[src/logic/aapc_cfg.svh]
// Offsets, field positions, reset values and fixed codes of the access control word.
// Assumes inclusion by bare name from the package and the design files.
`ifndef AAPC_CFG_SVH
`define AAPC_CFG_SVH

// Slave address width and register offsets
`define AAPC_SLV_AW       13
`define AAPC_OFF_CTRL     13'h0D00
`define AAPC_OFF_XADDR    13'h0D04
`define AAPC_OFF_DATA     13'h0D0C
`define AAPC_OFF_BD_BASE  13'h0D10
`define AAPC_OFF_BD_MASK  13'h1FF0
`define AAPC_OFF_DIR_TOP  13'h0400

// Control word field positions
`define AAPC_PROT_HI      30
`define AAPC_PROT_LO      28
`define AAPC_PROT_NS      1
`define AAPC_SDEV_BIT     23
`define AAPC_STOP_BIT     17
`define AAPC_SUPP_BIT     16
`define AAPC_MODE_HI      11
`define AAPC_MODE_LO      8
`define AAPC_TIP_BIT      7
`define AAPC_DEVEN_BIT    6
`define AAPC_INC_HI       5
`define AAPC_INC_LO       4
`define AAPC_SIZE_HI      2
`define AAPC_SIZE_LO      0

// Reset values and fixed codes
`define AAPC_PROT_RST     3'h3
`define AAPC_MODE_RST     4'h0
`define AAPC_INC_RST      2'h0
`define AAPC_INC_SINGLE   2'h1
`define AAPC_SIZE_WORD    3'h2
`define AAPC_WORD_STEP    32'h0000_0004
`define AAPC_STRB_ALL     4'hF

`endif

[src/logic/aapc_pkg.sv]
// Types shared by the access control word design files.
// Assumes the constants header is on the include path.
`include "aapc_cfg.svh"

package aapc_pkg;

  // Sequencer states, one-hot
  typedef enum logic [3:0] {
    ST_IDLE    = 4'b0001,
    ST_MSETUP  = 4'b0010,
    ST_MACCESS = 4'b0100,
    ST_DONE    = 4'b1000
  } aapc_state_type;

  // What a slave access addresses
  typedef enum logic [1:0] {
    KIND_INT    = 2'h0,
    KIND_DATA   = 2'h1,
    KIND_BD     = 2'h2,
    KIND_DIRECT = 2'h3
  } aapc_kind_type;

endpackage : aapc_pkg

[src/logic/aapc_top.sv]
// Access control word of a debug access port bridging APB4 slave accesses to an APB4 master.
// Assumes both APB sides run on clk_i; the two enable inputs are asynchronous pins.
`timescale 1ns/100ps
`include "aapc_cfg.svh"

// How it works
// - Protection field at 30:28 drives master pprot, reset value 3.
// - Master transfer only with port enable and (secure enable or prot bit 1).
// - Bit 23 reads one when both enable inputs are high.
// - Secure transfers blocked without secure enable; non-secure and internal accesses proceed.
// - With bit 17 set, a memory error stops later memory accesses until the next control word write.
// - Bit 16 clear reports master errors upstream; set hides them.
// - Bits 15:12 read zero and ignore writes.
// - Mode field 11:8 resets to zero, normal operation.
// - Bit 7 reads one while a master transfer is in progress.
// - Bit 6 follows port enable; clear blocks every master transfer.
// - Field 5:4 selects no increment or single increment; 2 and 3 reserved.
// - Address advances only after an error-free, unaborted transfer.
// - Size field fixed at 2; only 32-bit word transfers.
// - Bits 31, 27:24, 22:18 and 3 read zero; software preserves them.
// - A transfer address register holds the current master address.
// - Data register write starts master write; read starts master read, returns data.
// - Banked access uses address 31:4 from register, 3:0 from offset.
// - Direct access uses address 31:10 from register, 9:0 from offset.
module aapc_top (
  input  wire logic                    clk_i,
  input  wire logic                    rst_i,
  // APB4 slave side
  input  wire logic                    psel_i,
  input  wire logic                    penable_i,
  input  wire logic                    pwrite_i,
  input  wire logic [`AAPC_SLV_AW-1:0] paddr_i,
  input  wire logic [31:0]             pwdata_i,
  output logic                         pready_o,
  output logic      [31:0]             prdata_o,
  output logic                         pslverr_o,
  // Authentication pins
  input  wire logic                    port_enable_in_i,
  input  wire logic                    secure_enable_in_i,
  // APB4 master side
  output logic                         psel_m_o,
  output logic                         penable_m_o,
  output logic                         pwrite_m_o,
  output logic      [31:0]             paddr_m_o,
  output logic      [31:0]             pwdata_m_o,
  output logic      [3:0]              pstrb_m_o,
  output logic      [2:0]              pprot_m_o,
  input  wire logic [31:0]             prdata_m_i,
  input  wire logic                    pready_m_i,
  input  wire logic                    pslverr_m_i
);
  import aapc_pkg::*;

  // Classify a slave address
  function automatic aapc_kind_type decode_kind(input logic [`AAPC_SLV_AW-1:0] a);
    if (a < `AAPC_OFF_DIR_TOP) begin
      decode_kind = KIND_DIRECT;
    end else if (a == `AAPC_OFF_DATA) begin
      decode_kind = KIND_DATA;
    end else if ((a & `AAPC_OFF_BD_MASK) == `AAPC_OFF_BD_BASE) begin
      decode_kind = KIND_BD;
    end else begin
      decode_kind = KIND_INT;
    end
  endfunction : decode_kind

  aapc_state_type state_q, state_d;
  aapc_kind_type  kind, kind_q, kind_d;
  logic           en_meta_q, en_sync_q, sec_meta_q, sec_sync_q;
  logic [2:0]     prot_q, prot_d;
  logic           stop_q, stop_d, supp_q, supp_d, err_stop_q, err_stop_d;
  logic [3:0]     mode_q, mode_d;
  logic [1:0]     inc_q, inc_d;
  logic [31:0]    xaddr_q, xaddr_d, maddr, ctrl_rd;
  logic           busy_q, busy_d;
  logic           pready_q, pready_d, pslverr_q, pslverr_d;
  logic [31:0]    prdata_q, prdata_d;
  logic           psel_m_q, psel_m_d, penable_m_q, penable_m_d, pwrite_m_q, pwrite_m_d;
  logic [31:0]    paddr_m_q, paddr_m_d, pwdata_m_q, pwdata_m_d;
  logic [3:0]     pstrb_m_q, pstrb_m_d;
  logic           acc, allowed;

  // Two-stage synchronisers for the enable pins
  always_ff @(posedge clk_i or posedge rst_i) begin
    if (rst_i) begin
      en_meta_q  <= 1'b0;
      en_sync_q  <= 1'b0;
      sec_meta_q <= 1'b0;
      sec_sync_q <= 1'b0;
    end else begin
      en_meta_q  <= port_enable_in_i;
      en_sync_q  <= en_meta_q;
      sec_meta_q <= secure_enable_in_i;
      sec_sync_q <= sec_meta_q;
    end
  end

  // Access phase of a new slave request and the gate on memory traffic
  assign kind    = decode_kind(paddr_i);
  assign acc     = psel_i & penable_i & ~pready_q & (state_q == ST_IDLE);
  assign allowed = en_sync_q & (sec_sync_q | prot_q[`AAPC_PROT_NS]) & ~err_stop_q;

  // Master address for the request in hand
  aapc_addr_mux u_addr_mux (
    .kind_i   (kind),
    .xaddr_i  (xaddr_q),
    .offset_i (paddr_i[9:0]),
    .addr_o   (maddr)
  );

  // Read view of the control word; unlisted bits stay zero
  always_comb begin
    ctrl_rd = 32'h0000_0000;
    ctrl_rd[`AAPC_PROT_HI:`AAPC_PROT_LO] = prot_q;
    ctrl_rd[`AAPC_SDEV_BIT]              = en_sync_q & sec_sync_q;
    ctrl_rd[`AAPC_STOP_BIT]              = stop_q;
    ctrl_rd[`AAPC_SUPP_BIT]              = supp_q;
    ctrl_rd[`AAPC_MODE_HI:`AAPC_MODE_LO] = mode_q;
    ctrl_rd[`AAPC_TIP_BIT]               = busy_q;
    ctrl_rd[`AAPC_DEVEN_BIT]             = en_sync_q;
    ctrl_rd[`AAPC_INC_HI:`AAPC_INC_LO]   = inc_q;
    ctrl_rd[`AAPC_SIZE_HI:`AAPC_SIZE_LO] = `AAPC_SIZE_WORD;
  end

  // Sequencer: register accesses, master transfers and responses
  always_comb begin
    state_d     = state_q;
    kind_d      = kind_q;
    prot_d      = prot_q;
    stop_d      = stop_q;
    supp_d      = supp_q;
    mode_d      = mode_q;
    inc_d       = inc_q;
    xaddr_d     = xaddr_q;
    err_stop_d  = err_stop_q;
    busy_d      = busy_q;
    pready_d    = 1'b0;
    pslverr_d   = 1'b0;
    prdata_d    = prdata_q;
    psel_m_d    = psel_m_q;
    penable_m_d = penable_m_q;
    pwrite_m_d  = pwrite_m_q;
    paddr_m_d   = paddr_m_q;
    pwdata_m_d  = pwdata_m_q;
    pstrb_m_d   = pstrb_m_q;
    unique case (state_q)
      ST_IDLE: begin
        if (acc && kind != KIND_INT) begin
          if (allowed) begin
            state_d    = ST_MSETUP;
            kind_d     = kind;
            psel_m_d   = 1'b1;
            pwrite_m_d = pwrite_i;
            paddr_m_d  = maddr;
            pwdata_m_d = pwdata_i;
            pstrb_m_d  = pwrite_i ? `AAPC_STRB_ALL : 4'h0;
            busy_d     = 1'b1;
          end else begin
            state_d   = ST_DONE;
            pready_d  = 1'b1;
            pslverr_d = ~supp_q;
            prdata_d  = 32'h0000_0000;
          end
        end else if (acc) begin
          state_d  = ST_DONE;
          pready_d = 1'b1;
          prdata_d = 32'h0000_0000;
          if (!pwrite_i && paddr_i == `AAPC_OFF_CTRL) begin
            prdata_d = ctrl_rd;
          end else if (!pwrite_i && paddr_i == `AAPC_OFF_XADDR) begin
            prdata_d = xaddr_q;
          end
          if (pwrite_i && paddr_i == `AAPC_OFF_CTRL) begin
            prot_d     = pwdata_i[`AAPC_PROT_HI:`AAPC_PROT_LO];
            stop_d     = pwdata_i[`AAPC_STOP_BIT];
            supp_d     = pwdata_i[`AAPC_SUPP_BIT];
            mode_d     = pwdata_i[`AAPC_MODE_HI:`AAPC_MODE_LO];
            inc_d      = pwdata_i[`AAPC_INC_HI:`AAPC_INC_LO];
            err_stop_d = 1'b0;
          end else if (pwrite_i && paddr_i == `AAPC_OFF_XADDR) begin
            xaddr_d = pwdata_i;
          end
        end
      end
      ST_MSETUP: begin
        penable_m_d = 1'b1;
        state_d     = ST_MACCESS;
      end
      ST_MACCESS: begin
        if (pready_m_i) begin
          state_d     = ST_DONE;
          psel_m_d    = 1'b0;
          penable_m_d = 1'b0;
          busy_d      = 1'b0;
          pready_d    = 1'b1;
          pslverr_d   = pslverr_m_i & ~supp_q;
          prdata_d    = pwrite_m_q ? 32'h0000_0000 : prdata_m_i;
          if (pslverr_m_i && stop_q) begin
            err_stop_d = 1'b1;
          end
          if (!pslverr_m_i && kind_q == KIND_DATA && inc_q == `AAPC_INC_SINGLE) begin
            xaddr_d = xaddr_q + `AAPC_WORD_STEP;
          end
        end
      end
      ST_DONE: begin
        state_d = ST_IDLE;
      end
    endcase
  end

  // Sequencer registers
  always_ff @(posedge clk_i or posedge rst_i) begin
    if (rst_i) begin
      state_q     <= ST_IDLE;
      kind_q      <= KIND_INT;
      prot_q      <= `AAPC_PROT_RST;
      stop_q      <= 1'b0;
      supp_q      <= 1'b0;
      mode_q      <= `AAPC_MODE_RST;
      inc_q       <= `AAPC_INC_RST;
      xaddr_q     <= 32'h0000_0000;
      err_stop_q  <= 1'b0;
      busy_q      <= 1'b0;
      pready_q    <= 1'b0;
      pslverr_q   <= 1'b0;
      prdata_q    <= 32'h0000_0000;
      psel_m_q    <= 1'b0;
      penable_m_q <= 1'b0;
      pwrite_m_q  <= 1'b0;
      paddr_m_q   <= 32'h0000_0000;
      pwdata_m_q  <= 32'h0000_0000;
      pstrb_m_q   <= 4'h0;
    end else begin
      state_q     <= state_d;
      kind_q      <= kind_d;
      prot_q      <= prot_d;
      stop_q      <= stop_d;
      supp_q      <= supp_d;
      mode_q      <= mode_d;
      inc_q       <= inc_d;
      xaddr_q     <= xaddr_d;
      err_stop_q  <= err_stop_d;
      busy_q      <= busy_d;
      pready_q    <= pready_d;
      pslverr_q   <= pslverr_d;
      prdata_q    <= prdata_d;
      psel_m_q    <= psel_m_d;
      penable_m_q <= penable_m_d;
      pwrite_m_q  <= pwrite_m_d;
      paddr_m_q   <= paddr_m_d;
      pwdata_m_q  <= pwdata_m_d;
      pstrb_m_q   <= pstrb_m_d;
    end
  end

  // Outputs straight from flip-flops
  assign pready_o    = pready_q;
  assign prdata_o    = prdata_q;
  assign pslverr_o   = pslverr_q;
  assign psel_m_o    = psel_m_q;
  assign penable_m_o = penable_m_q;
  assign pwrite_m_o  = pwrite_m_q;
  assign paddr_m_o   = paddr_m_q;
  assign pwdata_m_o  = pwdata_m_q;
  assign pstrb_m_o   = pstrb_m_q;
  assign pprot_m_o   = prot_q;
endmodule : aapc_top

[src/logic/aapc_addr_mux.sv]
// Master address composer: merges the transfer address with the register offset.
// Assumes a kind code and slave offset from the same clock domain; purely combinational.
`timescale 1ns/100ps

module aapc_addr_mux (
  input  wire aapc_pkg::aapc_kind_type kind_i,
  input  wire logic [31:0]             xaddr_i,
  input  wire logic [9:0]              offset_i,
  output logic      [31:0]             addr_o
);
  import aapc_pkg::*;

  // Select how many low bits the offset supplies
  always_comb begin
    unique case (kind_i)
      KIND_BD:     addr_o = {xaddr_i[31:4], offset_i[3:0]};
      KIND_DIRECT: addr_o = {xaddr_i[31:10], offset_i[9:0]};
      default:     addr_o = xaddr_i;
    endcase
  end

endmodule : aapc_addr_mux

[config.mk]
export PLATFORM = sky130hd
export DESIGN_NAME = aapc_top
export DESIGN_NICKNAME = d
export VERILOG_FILES = /design/src/logic/aapc_pkg.sv /design/src/logic/aapc_top.sv /design/src/logic/aapc_addr_mux.sv
export VERILOG_INCLUDE_DIRS = /design/src /design/src/logic
export SDC_FILE = /design/constraint.sdc
export NUM_CORES = 1
export LEC_CHECK = 0
export BUFFER_PORTS_ARGS = -buffer_cell sky130_fd_sc_hd__buf_4
export CORE_AREA = 2 2 134 136
export CTS_BUF_LIST = sky130_fd_sc_hd__clkbuf_8
export CTS_CLUSTER_SIZE = 40
export DETAILED_ROUTE_END_ITERATION = 8
export DIE_AREA = 0 0 136 138
export PLACE_DENSITY = 0.7
export SKIP_LAST_GASP = 1
export SYNTH_ARGS = -nofsm -noshare
export SYNTH_HDL_FRONTEND = slang
export SYNTH_HIERARCHICAL = 1
export SYNTH_SLANG_ARGS = --single-unit
[constraint.sdc]
create_clock -name clk_i -period 5.5 [get_ports clk_i]
set_clock_uncertainty 0.15 [all_clocks]
set_input_delay 0.55 -clock clk_i [delete_from_list [all_inputs] [get_ports clk_i]]
set_output_delay 0.55 -clock clk_i [all_outputs]
set_load 0.02 [all_outputs]
==> flow_summary.yaml <==
synth:
  syn_area_um2: 7880
  syn_nets: 771
  synth_edf_count: 0
  synth_flop_cell: "dfrtp_1"
  ys_seq_elements: 155
  synth_warnings: 6
  ys_seq_area_share_pct: 49.3
  syn_area_per_cell_um2: 11.5
  synth_cell_types: 63
  async_reset_ff_share_pct: 100
  synth_cells: 684
detailed_routing:
  wl_met1_um: 9640
  top_layer: "met4"
  vias: 5983
  wl_met3_um: 1590
  drt_iter0_drc: 502
  routed_wl_um: 21400
  ant_nets: 0
  drc_errors: 0
  wl_per_cell_um: 19.9
  dr.pass1.iters: 6
  route.met2.wl_um: 9770
  via_per_inst: 5.58
cts:
  cts_tree: "built"
  ctsResizeCount: 0
  clock_latency_ns: 0.47
  postCtsHoldBufs: 0
  postCtsSetupBuffers: 0
  cts.htree.levels: 4
  clock_sinks: 155
  clock-root-buffer: "clkbuf_8"
  clk_pin_slew_ns: 0.09
  numCtsBuffers: 17
  clock_path_buffers: 2
power_and_ir_drop:
  power.total_mw: 3.52
  power.density_nw_per_um2: 362
  leakage_nw: 4.64
  ir_worst_vdd_v: 0.000214
run:
  drv_cap: 0
die:
  rows: 49
  chipHeight_um: 138
  die_x_um: 136
  start_util_pct: 44.9
  ioPinCount: 194
  dieArea_um2: 18800
  coreArea_um2: 17500
min_path:
  hold_class: "input port to flip-flop"
  min_path_cells: 1
timing:
  slew-limit-headroom_pct: 26.3
  hold_ws_ns: 0.0318
  fin_setup_tns_ns: 0
  fmax_ghz: 0.289
  setup_viol: 0
  period_minus_slack_ns: 3.46
  rsz0062_at_grt: "false"
  period_share_pct: 63.0
  tightestPinTransition_ns: 1.10
  hold_violations: 0
  drv_slew: 0
  fin_ws_ns: 2.04
placed_design:
  hpwl_um: 14800
  placed_cells: 1041
  dp_worst_setup_slack_ns: 1.74
  gp_congestion: 0.866
  port_buffers: 193
grt:
  grt_pass1_wl_um: 33200
  grt.overflow.total: 0
  grt_usage_pct: 22.8
  antenna_found_initial: 0
  grt_max_degree: 77
  grt_pass1_vias: 5803
setup_path:
  cp-start-kind: "flip-flop"
  path_cells: "or4b_1, nor3_2, a21boi_2, nor2_2, a31oi_1"
  critPathArrivalTime_ns: 3.61
  critical_path_class: "flip-flop to flip-flop"
  rrSetupSlack_ns: 2.04
  reg2regPathDepth: 5
  endpoint: "xaddr_q[6]"
  r2r_end: "xaddr_q[6]"
  critPathMaxStageDelay_ns: 0.91
  crit_path_top_delay_cell: "nor2_2"
  worstPathMaxFanout: 24
  startpoint: "state_q[0]"
  reg2reg_from: "state_q[0]"
  endpoint_kind: "flip-flop"
  required_ns: 5.64
final_layout:
  fillCellCount: 1542
  mostFrequentLayoutCells: "buf_4, dfrtp_1, mux2_4"
  nNetsFinal: 918
  area.growth.synth_to_final_pct: 23.4
  final_cells: 1073
  drive_above_1_share_pct: 41.0
  final_common_cell: "buf_4"
  diodes: 0
status:
  run_status: "finished clean"
[report_power, final]
| group | internal [mW] | leakage (nW) | total (mW) | switching [mW] |
|---|---|---|---|---|
| Clock | 0.561 | 0.228 | 1.00 | 0.441 |
| Combinational | 0.396 | 2.40 | 0.869 | 0.473 |
| Sequential | 1.35 | 2.01 | 1.65 | 0.301 |
| Total | 2.31 | 4.64 | 3.52 | 1.21 |
[routing by layer]
layer	global-route usage, %	up-vias
li1	-	2786
met1	32.5	2952
met2	34.4	219
met3	6.20	26
met4	6.36	0
met5	0	-
[per-stage QoR]
step / instance area [µm²] / utilization, %
after CTS: 9720 / 55.4
after global placement: 9260 / 52.8
after global routing: 9720 / 55.4
after floorplan: 7880 / -
after detailed placement: 9260 / 52.8
final: 9720 / 55.4
[cells in the mapped netlist (all sizes together), types with 2 or more instances]
cell / number / area [µm²]
o21ai: 27 / 135
a221oi: 16 / 140
a2bb2oi: 12 / 105
mux2: 101 / 1390
o22a: 4 / 35.0
dfstp: 3 / 78.8
and3: 7 / 43.8
and4: 3 / 26.3
and2: 2 / 12.5
a21oi: 38 / 190
nand4bb: 2 / 22.5
a22o: 2 / 17.5
and3b: 2 / 17.5
nand4: 8 / 50.1
nor3: 17 / 95.1
a31o: 3 / 26.3
or4b: 3 / 33.8
a41o: 2 / 20.0
a311oi: 3 / 26.3
nand2: 48 / 183
o22ai: 10 / 62.6
mux2i: 10 / 100
a32oi: 6 / 52.6
o31ai: 7 / 52.6
o31a: 2 / 17.5
or3: 2 / 12.5
nand3: 20 / 100
a211oi: 7 / 57.6
a31oi: 16 / 100
inv: 29 / 109
dfrtp: 152 / 3800
buf: 49 / 367
clkbuf: 26 / 97.6
nor4: 4 / 25.0
nor4b: 4 / 35.0
nor2: 21 / 78.8
[layout make-up]
cell class	count	area (µm²)	share of cell area, %
Multi-Input combinational cell	425	3450	35.5
Tap cell	229	287	2.95
Sequential cell	155	3880	39.9
Timing Repair Buffer	203	1520	15.7
Inverter	29	114	1.17
Clock inverter	13	200	2.06
Clock buffer	19	262	2.69
[sequential cells by signal, summed over array words and instances (netlist names), 2 cells and up]
signal / count
xaddr_q: 32
paddr_m_o: 32
state_q: 4
inc_q: 2
mode_q: 4
kind_q: 2
prdata_o: 32
pwdata_m_o: 32
pprot_m_o: 3
[kinds of logic after synthesis]
group	after synthesis	share of synthesized area [%]
DFF	155	49.3
adders and majority gates	1	0.159
muxes	111	18.9
AOI/OAI and AO/OA	165	14.6
and+or+nand+nor	148	9.78
buffers and inverters	104	7.27
[critical path, delay by kind of cell, from the launching register on]
family | cells | cell delay [ns]
and+or+nand+nor | 3 | 2.00
DFF | 1 | 0.63
AOI/OAI and AO/OA | 2 | 0.49
[worst min-delay path by stage]
stage / from / endpoint
floorplan: en_meta_q / en_sync_q
global placement: en_meta_q / en_sync_q
detailed placement: en_meta_q / en_sync_q
CTS: secure_enable_in_i / sec_meta_q
global route: secure_enable_in_i / sec_meta_q
finish: secure_enable_in_i / sec_meta_q
Note: power is estimated with default switching activity, not from simulation.
